--- src/verilog/stlm_pkg.sv ---
// Package for the software travel limit monitor: register map, fields, reset values, types
`default_nettype none
package stlm_pkg;

  localparam int unsigned PW = 32;
  localparam int unsigned AW = 8;

  // ****************************************
  // Register byte offsets
  // ****************************************
  localparam logic [AW-1:0] OFS_CTRL = 8'h00;
  localparam logic [AW-1:0] OFS_ADJ  = 8'h04;
  localparam logic [AW-1:0] OFS_HOFS = 8'h08;
  localparam logic [AW-1:0] OFS_LNEG = 8'h0c;
  localparam logic [AW-1:0] OFS_LPOS = 8'h10;
  localparam logic [AW-1:0] OFS_WIN  = 8'h14;
  localparam logic [AW-1:0] OFS_STAT = 8'h18;
  localparam logic [AW-1:0] OFS_CODE = 8'h1c;
  localparam logic [AW-1:0] OFS_REF  = 8'h20;
  localparam logic [AW-1:0] OFS_DIST = 8'h24;

  // ****************************************
  // Field positions
  // ****************************************
  localparam int CTRL_REACT_LSB = 0;
  localparam int CTRL_EN_BIT    = 2;
  localparam int CTRL_MODE_LSB  = 4;
  localparam int CTRL_ACK_BIT   = 8;
  localparam int ST_PEND        = 0;
  localparam int ST_LOCK        = 1;
  localparam int ST_LOCKPOS     = 2;
  localparam int ST_ACTIVE      = 3;
  localparam int ST_HOMED       = 4;

  // ****************************************
  // Values and reset values
  // ****************************************
  localparam logic [15:0]        CODE_POS = 16'h7323;
  localparam logic [15:0]        CODE_NEG = 16'h7324;
  localparam logic signed [8:0]  ADJ_MIN  = 9'sh14c;
  localparam logic signed [8:0]  ADJ_MAX  = 9'sh0b4;
  localparam logic signed [8:0]  ADJ_RST  = 9'sh000;
  localparam logic [PW-1:0]      HOFS_RST = 32'h0000_0000;
  localparam logic [PW-1:0]      LNEG_RST = 32'h0000_0000;
  localparam logic [PW-1:0]      LPOS_RST = 32'h0000_0000;
  localparam logic [PW-1:0]      WIN_RST  = 32'h0000_000a;
  localparam logic [1:0]         RESP_OK  = 2'h0;
  localparam logic [1:0]         RESP_ERR = 2'h2;

  typedef enum logic [1:0] {
    REACT_NONE = 2'b00,
    REACT_STOP = 2'b01,
    REACT_OFF  = 2'b10
  } stlm_react_t;

  typedef enum logic [1:0] {
    MODE_ABS   = 2'b00,
    MODE_RESET = 2'b01,
    MODE_CONT  = 2'b10
  } stlm_mode_t;

  typedef struct packed {
    stlm_react_t react;
    logic        err_en;
    stlm_mode_t  mode;
  } stlm_cfg_t;

  localparam stlm_cfg_t CFG_RST = '{react: REACT_OFF, err_en: 1'b1, mode: MODE_ABS};

endpackage : stlm_pkg
`default_nettype wire

--- src/verilog/stlm_top.sv ---
// Software travel limit monitor with AXI4-Lite register slave
//
// Chosen here: the AXI4-Lite slave port and the address map.
`timescale 1ns/1ps
`default_nettype none
// Notes on behaviour
// - Home adjust angle clamped to -180..180, default 0
// - Reference point equals home position plus offset
// - New offset applies only after next homing
// - Reaction: none, ramp stop, ramp de-energize (default)
// - Absolute mode refuses targets outside limit window
// - Reset mode performs no limit checking
// - Continuous mode checks move relative to position
// - Check setpoint energized, actual position de-energized
// - Re-arm only beyond hysteresis of window size
// - Codes 0x7323 positive, 0x7324 negative
// - Setting enables or disables limit error
// - Limits inactive until homed, referenced to reference
// - No monitoring while homing runs
// - Multiturn encoder enables limits from power-up
// - Errors disabled: every command is allowed
// - Error stays pending until master acknowledges
// - After ack, moves toward window execute silently
// - Locked moves away are blocked and error
// - Status shows home sensor to zero distance
module stlm_top
  import stlm_pkg::*;
(
  input  wire logic           clock,        // 40 MHz control clock
  input  wire logic           rstn,         // Async reset, active low
  input  wire logic [AW-1:0]  s_awaddr,     // Write address
  input  wire logic           s_awvalid,    // Write address valid
  output logic                s_awready,    // Write address ready
  input  wire logic [31:0]    s_wdata,      // Write data
  input  wire logic [3:0]     s_wstrb,      // Write byte enables
  input  wire logic           s_wvalid,     // Write data valid
  output logic                s_wready,     // Write data ready
  output logic [1:0]          s_bresp,      // Write response
  output logic                s_bvalid,     // Write response valid
  input  wire logic           s_bready,     // Write response ready
  input  wire logic [AW-1:0]  s_araddr,     // Read address
  input  wire logic           s_arvalid,    // Read address valid
  output logic                s_arready,    // Read address ready
  output logic [31:0]         s_rdata,      // Read data
  output logic [1:0]          s_rresp,      // Read response
  output logic                s_rvalid,     // Read data valid
  input  wire logic           s_rready,     // Read data ready
  input  wire logic           energized,    // Motor powered
  input  wire logic           homing_busy,  // Homing run in progress
  input  wire logic           homing_done,  // Homing finished, pulse
  input  wire logic [PW-1:0]  home_pos,     // Detected home position
  input  wire logic [PW-1:0]  pos_set,      // Position setpoint
  input  wire logic [PW-1:0]  pos_act,      // Measured position
  input  wire logic           multiturn,    // Multiturn encoder or emulation
  input  wire logic [PW-1:0]  sensor_dist,  // Home sensor to motor zero distance
  input  wire logic           cmd_valid,    // Motion command, pulse
  input  wire logic [PW-1:0]  cmd_target,   // Target or move distance
  output logic                cmd_accept,   // Command executes, pulse
  output logic                cmd_reject,   // Command blocked, pulse
  output logic [1:0]          react,        // Active error reaction
  output logic                err_pending,  // Limit error awaiting ack
  output logic [15:0]         err_code,     // Last limit error code
  output logic                dir_lock,     // Direction lock engaged
  output logic [PW-1:0]       home_reference, // Positioning reference point
  output logic [8:0]          home_adjust   // Home sensor shift, degrees
);
  // ****************************************
  // Declarations
  // ****************************************
  stlm_cfg_t          cfg_q;
  logic signed [8:0]  adj_q;
  logic [PW-1:0]      hofs_q, lneg_q, lpos_q, win_q, ref_q, rdata_q;
  logic [15:0]        code_q;
  logic               awready_q, bvalid_q, arready_q, rvalid_q;
  logic [1:0]         bresp_q, rresp_q, react_q;
  logic               acc_q, rej_q, pend_q, lock_q, lockpos_q, homed_q, armed_q;
  logic               wr_go, rd_go, ack, active, chk;
  logic               over_pos, over_neg, deep_in, tgt_out, toward;
  logic               viol, cmd_err, raise, raise_pos, wr_hit;
  logic signed [PW-1:0] mon_pos, rel_pos, tgt;
  logic [31:0]        wd, ctrl_rd, stat_rd;
  logic [AW-1:0]      wa;

  function automatic logic [31:0] wmerge(input logic [31:0] old, input logic [31:0] nw,
                                         input logic [3:0] strb);
    logic [31:0] r;
    r = old;
    for (int i = 0; i < 4; i++)
      if (strb[i])
        r[8*i +: 8] = nw[8*i +: 8];
    return r;
  endfunction : wmerge

  // ****************************************
  // AXI4-Lite handshakes
  // ****************************************
  // Ready is raised only once both halves are offered, so they are taken together
  assign wr_go = awready_q & s_awvalid & s_wvalid;
  assign rd_go = arready_q & s_arvalid;
  assign wa    = s_awaddr;

  always_ff @(posedge clock or negedge rstn)
    if (!rstn)
      awready_q <= 1'b0;
    else
      awready_q <= s_awvalid & s_wvalid & ~awready_q & ~bvalid_q;

  always_ff @(posedge clock or negedge rstn)
    if (!rstn)
    begin
      bvalid_q <= 1'b0;
      bresp_q  <= RESP_OK;
    end
    else if (wr_go)
    begin
      bvalid_q <= 1'b1;
      bresp_q  <= wr_hit ? RESP_OK : RESP_ERR;
    end
    else if (s_bready)
      bvalid_q <= 1'b0;

  always_ff @(posedge clock or negedge rstn)
    if (!rstn)
      arready_q <= 1'b0;
    else
      arready_q <= s_arvalid & ~arready_q & ~rvalid_q;

  always_comb
  begin
    ctrl_rd = 32'h0;
    ctrl_rd[CTRL_REACT_LSB +: 2] = cfg_q.react;
    ctrl_rd[CTRL_EN_BIT]         = cfg_q.err_en;
    ctrl_rd[CTRL_MODE_LSB +: 2]  = cfg_q.mode;
    stat_rd = 32'h0;
    stat_rd[ST_PEND]    = pend_q;
    stat_rd[ST_LOCK]    = lock_q;
    stat_rd[ST_LOCKPOS] = lockpos_q;
    stat_rd[ST_ACTIVE]  = active;
    stat_rd[ST_HOMED]   = homed_q;
  end

  always_ff @(posedge clock or negedge rstn)
    if (!rstn)
    begin
      rvalid_q <= 1'b0;
      rdata_q  <= 32'h0;
      rresp_q  <= RESP_OK;
    end
    else if (rd_go)
    begin
      rvalid_q <= 1'b1;
      rresp_q  <= RESP_OK;
      case (s_araddr)
        OFS_CTRL: rdata_q <= ctrl_rd;
        OFS_ADJ:  rdata_q <= 32'(adj_q);
        OFS_HOFS: rdata_q <= hofs_q;
        OFS_LNEG: rdata_q <= lneg_q;
        OFS_LPOS: rdata_q <= lpos_q;
        OFS_WIN:  rdata_q <= win_q;
        OFS_STAT: rdata_q <= stat_rd;
        OFS_CODE: rdata_q <= {16'h0, code_q};
        OFS_REF:  rdata_q <= ref_q;
        OFS_DIST: rdata_q <= sensor_dist;
        default:
        begin
          rdata_q <= 32'h0;
          rresp_q <= RESP_ERR;
        end
      endcase
    end
    else if (s_rready)
      rvalid_q <= 1'b0;

  // ****************************************
  // Register writes
  // ****************************************
  always_comb
  begin
    wr_hit = 1'b1;
    wd     = 32'h0;
    case (wa)
      OFS_CTRL: wd = wmerge(ctrl_rd, s_wdata, s_wstrb);
      OFS_ADJ:  wd = wmerge(32'(adj_q), s_wdata, s_wstrb);
      OFS_HOFS: wd = wmerge(hofs_q, s_wdata, s_wstrb);
      OFS_LNEG: wd = wmerge(lneg_q, s_wdata, s_wstrb);
      OFS_LPOS: wd = wmerge(lpos_q, s_wdata, s_wstrb);
      OFS_WIN:  wd = wmerge(win_q, s_wdata, s_wstrb);
      OFS_STAT, OFS_CODE, OFS_REF, OFS_DIST: wd = 32'h0;
      default:  wr_hit = 1'b0;
    endcase
  end

  // Acknowledge is a write-one pulse, it is never stored
  assign ack = wr_go & (wa == OFS_CTRL) & wd[CTRL_ACK_BIT];

  always_ff @(posedge clock or negedge rstn)
    if (!rstn)
      cfg_q <= CFG_RST;
    else if (wr_go && wa == OFS_CTRL)
    begin
      cfg_q.react  <= stlm_react_t'(wd[CTRL_REACT_LSB +: 2]);
      cfg_q.err_en <= wd[CTRL_EN_BIT];
      cfg_q.mode   <= stlm_mode_t'(wd[CTRL_MODE_LSB +: 2]);
    end

  always_ff @(posedge clock or negedge rstn)
    if (!rstn)
      adj_q <= ADJ_RST;
    else if (wr_go && wa == OFS_ADJ)
    begin
      if ($signed(wd) > $signed(32'(ADJ_MAX)))
        adj_q <= ADJ_MAX;
      else if ($signed(wd) < $signed(32'(ADJ_MIN)))
        adj_q <= ADJ_MIN;
      else
        adj_q <= wd[8:0];
    end

  always_ff @(posedge clock or negedge rstn)
    if (!rstn)
    begin
      hofs_q <= HOFS_RST;
      lneg_q <= LNEG_RST;
      lpos_q <= LPOS_RST;
      win_q  <= WIN_RST;
    end
    else if (wr_go)
    begin
      if (wa == OFS_HOFS) hofs_q <= wd;
      if (wa == OFS_LNEG) lneg_q <= wd;
      if (wa == OFS_LPOS) lpos_q <= wd;
      if (wa == OFS_WIN)  win_q  <= wd;
    end

  // ****************************************
  // Reference point and activation
  // ****************************************
  // The offset register is only a staging copy until homing completes
  always_ff @(posedge clock or negedge rstn)
    if (!rstn)
    begin
      ref_q   <= 32'h0;
      homed_q <= 1'b0;
    end
    else if (homing_done)
    begin
      ref_q   <= home_pos + hofs_q;
      homed_q <= 1'b1;
    end

  assign active  = (homed_q | multiturn) & ~homing_busy & (cfg_q.mode != MODE_RESET);
  assign chk     = active & cfg_q.err_en;
  assign mon_pos = energized ? pos_set : pos_act;
  assign rel_pos = mon_pos - ref_q;
  assign over_pos = rel_pos > $signed(lpos_q);
  assign over_neg = rel_pos < $signed(lneg_q);
  assign deep_in  = (rel_pos < $signed(lpos_q - win_q)) && (rel_pos > $signed(lneg_q + win_q));

  // ****************************************
  // Command check
  // ****************************************
  always_comb
  begin
    unique case (cfg_q.mode)
      MODE_ABS:   tgt = $signed(cmd_target);
      MODE_RESET: tgt = $signed(cmd_target);
      MODE_CONT:  tgt = rel_pos + $signed(cmd_target);
      default:    tgt = $signed(cmd_target);
    endcase
  end

  assign tgt_out = (tgt > $signed(lpos_q)) || (tgt < $signed(lneg_q));
  assign toward  = lockpos_q ? (tgt < rel_pos) : (tgt > rel_pos);
  assign cmd_err = cmd_valid & chk & ~pend_q & (lock_q ? ~toward : tgt_out);
  assign viol    = chk & armed_q & ~pend_q & ~lock_q & (over_pos | over_neg);
  assign raise   = viol | cmd_err;
  assign raise_pos = lock_q ? lockpos_q : (cmd_err ? (tgt > $signed(lpos_q)) : over_pos);

  always_ff @(posedge clock or negedge rstn)
    if (!rstn)
    begin
      acc_q <= 1'b0;
      rej_q <= 1'b0;
    end
    else
    begin
      acc_q <= cmd_valid & (~chk | (~pend_q & ~cmd_err));
      rej_q <= cmd_valid & chk & (pend_q | cmd_err);
    end

  // ****************************************
  // Error, reaction, hysteresis, lock
  // ****************************************
  // Set wins over a same-cycle acknowledge so no violation is lost
  always_ff @(posedge clock or negedge rstn)
    if (!rstn)
      pend_q <= 1'b0;
    else if (raise)
      pend_q <= 1'b1;
    else if (ack)
      pend_q <= 1'b0;

  always_ff @(posedge clock or negedge rstn)
    if (!rstn)
    begin
      code_q  <= 16'h0;
      react_q <= REACT_NONE;
    end
    else if (raise)
    begin
      code_q  <= raise_pos ? CODE_POS : CODE_NEG;
      react_q <= cfg_q.react;
    end
    else if (ack)
      react_q <= REACT_NONE;

  // Jitter at a limit would re-trigger at once without this re-arm gap
  always_ff @(posedge clock or negedge rstn)
    if (!rstn)
      armed_q <= 1'b1;
    else if (raise)
      armed_q <= 1'b0;
    else if (deep_in)
      armed_q <= 1'b1;

  always_ff @(posedge clock or negedge rstn)
    if (!rstn)
    begin
      lock_q    <= 1'b0;
      lockpos_q <= 1'b0;
    end
    else if (ack && pend_q && !raise && (over_pos || over_neg))
    begin
      lock_q    <= 1'b1;
      lockpos_q <= over_pos;
    end
    else if (lock_q && !over_pos && !over_neg)
      lock_q <= 1'b0;

  // ****************************************
  // Outputs
  // ****************************************
  assign s_awready      = awready_q;
  assign s_wready       = awready_q;
  assign s_bvalid       = bvalid_q;
  assign s_bresp        = bresp_q;
  assign s_arready      = arready_q;
  assign s_rvalid       = rvalid_q;
  assign s_rdata        = rdata_q;
  assign s_rresp        = rresp_q;
  assign cmd_accept     = acc_q;
  assign cmd_reject     = rej_q;
  assign react          = react_q;
  assign err_pending    = pend_q;
  assign err_code       = code_q;
  assign dir_lock       = lock_q;
  assign home_reference = ref_q;
  assign home_adjust    = adj_q;
endmodule : stlm_top

`default_nettype wire
--- config.mk ---
export PLATFORM = sky130hd
export DESIGN_NAME = stlm_top
export DESIGN_NICKNAME = d
export VERILOG_FILES = /design/src/verilog/stlm_pkg.sv /design/src/verilog/stlm_top.sv
export SDC_FILE = /design/constraint.sdc
export NUM_CORES = 1
export LEC_CHECK = 0
export ABC_AREA = 1
export BUFFER_PORTS_ARGS = -buffer_cell sky130_fd_sc_hd__buf_4
export CORE_MARGIN = 5
export CORE_UTILIZATION = 60
export CTS_BUF_LIST = sky130_fd_sc_hd__clkbuf_8
export DETAILED_ROUTE_END_ITERATION = 7
export PLACE_DENSITY_LB_ADDON = 0.08
export RECOVER_POWER = 100
export REMOVE_ABC_BUFFERS = 1
export SYNTH_ARGS = -nofsm -noshare
export SYNTH_HDL_FRONTEND = slang
export SYNTH_SLANG_ARGS = --single-unit
--- constraint.sdc ---
create_clock -name clock -period 15.96 [get_ports clock]
set_input_delay 0.798 -clock clock [delete_from_list [all_inputs] [get_ports clock]]
set_output_delay 0.798 -clock clock [all_outputs]
set_load 0.005 [all_outputs]
# [Word level (Yosys, flattened, before mapping)]
# Cells that the tools add are included.
[word_totals] reg_bits=239 output_inout_bits=104
[classes] addsub=5 magnitude_cmp=10 eq_ne=20 muxes=50 bitwise=38 n_reduce_logical=26
[op_table] op="$pmux W32 S10" n=1
[op_table] op="$mux W8" n=24
[op_table] op="$pmux W32 S6" n=1
[op_table] op="$gt A32 B32 Y1" n=4
[op_table] op="$lt A32 B32 Y1" n=4
[op_table] op="$add A32 B32 Y32" n=3
[op_table] op="$eq A8 B5 Y1 const B" n=8
[op_table] op="$mux W32" n=2
[op_table] op="$sub A32 B32 Y32" n=2
[op_table] op="$eq A8 B4 Y1 const B" n=4
[op_table] op="$eq A8 B6 Y1 const B" n=4
[op_table] op="$gt A32 B9 Y1 const B" n=1
[op_table] op="$lt A32 B9 Y1 const B" n=1
[op_table] op="$and A1 B1 Y1" n=23
[op_table] op="$reduce_or A10 Y1" n=2
[op_table] op="$mux W9" n=2
[op_table] op="$eq A8 B3 Y1 const B" n=2
[op_table] op="$logic_not A8 Y1" n=2
[op_table] op="$mux W1" n=15
[op_table] op="$not A1 Y1" n=10
[op_table] op="$reduce_bool A2 Y1" n=5
[op_table] op="$logic_and A1 B1 Y1" n=8
[op_table] op="$mux W2" n=4
[op_table] op="$reduce_and A2 Y1" n=4
[op_table] op="6 further kinds" n=13

# [Logic depth before layout (Yosys ltp)]
[logic_depth] word_depth=14 mapped_depth=47 mapped_depth_nobuf=45

# [Worst setup path after synthesis]
# No wires, ideal clock.
[synth_timing] path_type="input port to flip-flop" start="in energized" end="reg code_q[13], in the netlist err_code[13]" setup_time_ps=127 arrival_ps=6741 t_required_ps=15833 slack_ps=9092 cell_stages=41 path_cell_list="clkbuf_1 > clkbuf_1 > mux2i_1 > ha_1 > inv_1 > fa_1 > nand2_1 > nand2_1 > o21ai_0 > inv_1 > a21oi_1 > nor4_1 > nor2_1 > o21ai_0 > a21o_1 > xor2_1 > ha_1 > a21oi_1 > [5 not listed] > nand2_1 > nand2_1 > nand2_1 > nand3_1 > xor2_1 > ha_1 > nand2_1 > nor2_1 > nand4_1 > nor3b_1 > and3b_1 > nand3b_1 > nand2_1 > inv_1 > nand2_1 > nand2_2 > nand2_1 > or2_2"
[synth_between] elab_chain_cells=10 elab_cells_between_ends=18 cone_classes="2 x add/sub; 6 x order compare; 4 x mux; 5 x bitwise; 1 x reduce/logical"
[synth_rtl] item="start, declared" line_no="stlm_top.sv:48" source="input wire logic energized,"
[synth_rtl] item="$mux W32 (*)" line_no="stlm_top.sv:253" source="assign mon_pos = energized ? pos_set : pos_act;"
[synth_rtl] item="$sub A32 B32 Y32 (*)" line_no="stlm_top.sv:254" source="assign rel_pos = mon_pos - ref_q;"
[synth_rtl] item="$add A32 B32 Y32" line_no="stlm_top.sv:267" source="MODE_CONT: tgt = rel_pos + $signed(cmd_target);"
[synth_rtl] item="$mux W32" line_no="stlm_top.sv:264" source="unique case (cfg_q.mode)"
[synth_rtl] item="$gt A32 B32 Y1 or $lt A32 B32 Y1 (tied branches)" line_no="stlm_top.sv:273" source="assign toward = lockpos_q ? (tgt < rel_pos) : (tgt > rel_pos);"
[synth_rtl] item="$mux W1" line_no="stlm_top.sv:273"
[synth_rtl] item="$not A1 Y1" line_no="stlm_top.sv:274" source="assign cmd_err = cmd_valid & chk & ~pend_q & (lock_q ? ~toward : tgt_out);"
[synth_rtl] item="$mux W1" line_no="stlm_top.sv:274"
[synth_rtl] item="$and A1 B1 Y1" line_no="stlm_top.sv:274"
[synth_rtl] item="$or A1 B1 Y1 (*)" line_no="stlm_top.sv:276" source="assign raise = viol | cmd_err;"
[synth_rtl] item="end signal, assigned" line_no="stlm_top.sv:311" source="code_q <= raise_pos ? CODE_POS : CODE_NEG;"
[synth_rtl] item="end, declared" line_no="stlm_top.sv:73" source="logic [15:0] code_q;"
# Mark *: on every way between the ends. The rest lies on a longest branch, timed or not.
# A chain may end at the register's enable or synchronous reset.

==> summary.md <==
| Metric | Value |
|---|---|
| Period utilisation layout | `61.2%` |
| Post-route ant nets | `0` |
| #FFs+latches synth | `224` |
| Synthesized cell area | `0.0266 mm^2` |
| Crit path buffers/inverters | `3` |
| Final-stage net count | `4838` |
| Total power | `2.29 mW` |
| FP Rows | `77` |
| Worst-case clock buffer depth | `3` |
| CTS H-tree lvls | `2` |
| Die Y | `220 um` |
| Setup ws final | `6190 ps` |
| Count of input and output buffers | `318` |
| Yosys cell types | `62` |
| Net Sw Frac | `42.6%` |
| Layout Skew | `28.3 ps` |
| Max Slew Vio Count | `527` |
| VDD IR max | `76.0 uV` |
| CP max stage delay | `4620 ps` |
| Crit-path cells | `clkbuf_1, clkbuf_1, clkbuf_1` |
| F_max | `0.102 GHz` |
| Crit Path Max Fanout | `121` |
| Final Cell Area | `0.0300 mm^2` |
| Mapped Cells | `3938` |
| Worst Path Required | `16070 ps` |
| GP Congestion | `1.04` |
| Dpl ws | `7600 ps` |
| Hold Fails Final Rpt | `0` |
| Drt wl/cell | `21.2 um` |
| Root Buffer | `clkbuf_8` |
| Die area | `0.0486 mm^2` |
| Post-CTS setup buffer count | `0` |
| Clk Latency, worst-skew pair | `620 ps` |
| Most Frequent Cell on Critical Path | `clkbuf_1` |
| First-pass GRT wire length | `153000 um` |
| Layout fillers | `4058` |
| Gr usage total | `40.8%` |
| Clk network pwr share | `26.1%` |
| Total grt overflow | `0` |
| CTS tree | `built` |
| DP Area | `0.0295 mm^2` |
| Status | `finished, violations left` |
| Crit Path Category | `input pin to async pin` |
| Layout Utilization | `68.2%` |
| Synth warn | `0` |
| Hold slack | `391 ps` |
| Drt initial violations | `3462` |
| Max-Cap Viols | `11` |
| Area taken by multi-input logic gates | `0.0185 mm^2` |
| Delay-heaviest family, CP | `buffers and inverters` |
| WL final | `103000 um` |
| Final setup vio count | `0` |
| Vias/cell | `6.12` |
| Tmin final | `9770 ps` |
| Cell Count, Final, Fillers Out | `4853` |
| Violations in the final reports | `capacitance limit, slew limit` |
| Layout overhead on the synthesized area | `13.1%` |
| Initial Utilization | `60.4%` |
| Async set-reset flop share out of synthesis | `100%` |
| Vias | `29.7k` |
| FF+latch area | `0.00561 mm^2` |
| Hold Crit Class | `input pin to flop` |
| Initial antenna violation count | `2` |
| Post-detail-place hpwl | `83000 um` |
| Boundary Pins | `328` |
| Cell-internal power | `1.31 mW` |
| Core box area | `0.0440 mm^2` |
| Worst-path clk slew | `60 ps` |
| Setup TNS | `0 ps` |
| RSZ-0062 raised after global routing | `false` |
| Num Clock Sinks | `224` |
| Post-Synthesis Mean Instance Area | `6.75 um^2` |
| Share of post-route cells with drive strength above 1 | `11.1%` |
| Combinational power share | `47.6%` |
| CP max stage cell | `clkbuf_1` |
| Relative slew slack | `-349%` |
| Largest net degree at the start of global routing | `122` |
| Startpoint Class | `input pin` |
| CP endpoint kind | `async pin` |
| Vias in the first global route | `27.5k` |
| Post-synthesis sequential area ratio | `21.1%` |
| Pwr dens | `76.2 mW/mm^2` |
| # hold bufs at CTS | `0` |
| Sw Pwr | `0.974 mW` |
| Worst Max-Slew Pin Slew | `6730 ps` |
| Post-synth EDFFs | `0` |
| DRC | `0` |
| Critical path arrival | `9880 ps` |
| Router iterations before antenna repair | `8` |
| Num CTS Buffers | `42` |
| Reg power frac | `26.4%` |
| Leak Pwr | `15.5 nW` |
| Post-CTS Resized | `0` |
| Ys flop type | `dfrtp_1` |
| Placed insts | `4780` |
| Die W | `220 um` |
## cells by family after synthesis
kind of cell             count (synthesis)  synth area share, %
multiplexers                            35                 1.48
AO/OA/AOI/OAI                         1012                 21.1
buffers and inverters                  596                 8.98
adder cells (fa/ha/maj)                382                 18.1
other                                    1               0.0141
XOR/XNOR                               139                 4.58
AND/OR/NAND/NOR                       1549                 24.6
flip-flops                             224                 21.1
## layer usage
metal	global-route usage (%)	vias to the layer above	wire length [um]
met5	1.62	-	104
met3	11.6	291	14300
met2	61.2	1837	43100
li1	-	13900	-
met1	55.1	13600	40200
met4	17.2	4	4920
## worst register-to-register path: cells and delay by family (launching register included)
| family | cells | cell delay [ps] |
|---|---|---|
| fa+ha+maj | 4 | 1150 |
| xor+xnor | 2 | 470 |
| simple gates | 27 | 3750 |
| compound gates | 5 | 1080 |
| buf+inv | 5 | 810 |
| flops | 1 | 480 |
## registers in the layout, indices dropped and copies added, names as in the netlist, 2 cells and up
name / flops
hofs_q: 32
home_reference: 32
lneg_q: 32
lpos_q: 32
s_rdata: 32
win_q: 32
home_adjust: 9
cfg_q: 5
err_code: 3
react: 2
## path summary, 6_finish.rpt
kind	start	to	slack, ps	cells past startpoint
max	rstn	win_q[27]$_DFFE_PN0P_	6190	3
min	s_bready	s_bvalid$_DFFE_PN0P_	390	2
max reg2reg	home_reference[0]$_DFFE_PN0P_	err_code[13]$_DFFE_PN0P_	8130	43
min reg2reg	s_arready$_DFF_PN0_	s_arready$_DFF_PN0_	460	1
max in group clock	energized	err_code[13]$_DFFE_PN0P_	6640	45
min in group asynchronous	rstn	s_rdata[5]$_DFFE_PN0P_	2700	1
## cell usage in the layout, fill, tap and decap left out, drive strengths merged, types with 16 or more instances in the layout
| cell | count |
|---|---|
| nand4 | 39 |
| ha | 377 |
| nor4 | 25 |
| nor2 | 297 |
| nand3b | 17 |
| nand3 | 111 |
| xnor2 | 62 |
| nand2 | 974 |
| a21boi | 16 |
| a221oi | 22 |
| a21oi | 411 |
| a31oi | 27 |
| buf | 248 |
| o21ai | 385 |
| o22ai | 43 |
| o21a | 18 |
| inv | 489 |
| mux2 | 34 |
| dfrtp | 219 |
| nor3 | 64 |
| clkbuf | 159 |
| xor2 | 77 |
| o211ai | 18 |
## area by class of cell
cell class	count	share of cell area [%]
Multi-Input combinational cell	3126	61.5
Tap cell	592	2.47
Clock inverter	21	0.500
Timing Repair Buffer	356	8.46
Antenna cell	1	0.00833
Inverter	482	6.05
Clock buffer	51	2.34
Sequential cell	224	18.7
## cells in the mapped netlist, types with 4 or more instances
cell	instances	area share, %
nor3_2	8	0.30
buf_2	12	0.23
a21o_1	14	0.40
xnor2_1	62	2.0
nor4_1	25	0.59
a21oi_1	409	7.7
nor2_1	283	4.0
nand3_1	109	2.1
dfstp_2	5	0.49
o31ai_1	10	0.28
nand2_2	15	0.35
o22ai_1	43	1.0
mux2_2	34	1.4
nand4_1	39	0.92
o41ai_1	7	0.23
nand2_1	955	13
nand2_4	4	0.17
a211oi_1	6	0.17
a21boi_0	15	0.42
a31oi_1	27	0.64
nor2_2	8	0.19
buf_1	4	0.056
buf_6	7	0.30
xor2_1	77	2.5
or2_2	14	0.33
nand3b_1	17	0.48
o211ai_1	18	0.51
o2111ai_1	13	0.43
clkbuf_1	71	1.0
buf_4	20	0.56
dfrtp_1	219	21
nor3_1	54	1.0
inv_1	465	6.6
a221oi_1	22	0.73
inv_2	12	0.17
ha_1	377	18
o21a_1	18	0.51
o21ai_1	31	0.58
o221ai_1	8	0.26
o21bai_1	9	0.25
o21ai_0	352	6.6
nor2_4	6	0.25
fa_1	5	0.38
## power groups by stage
stage | sequential, mW | combinational [mW] | clock, mW
after detailed placement | 0.612 | 1.06 | 0
after global routing | 0.605 | 1.20 | 0.621
after floorplan | 0.607 | 0.682 | 0
after global placement | 0.612 | 1.05 | 0
final | 0.603 | 1.09 | 0.597
after CTS | 0.603 | 1.07 | 0.595
Power figures use the tool's default switching activity.
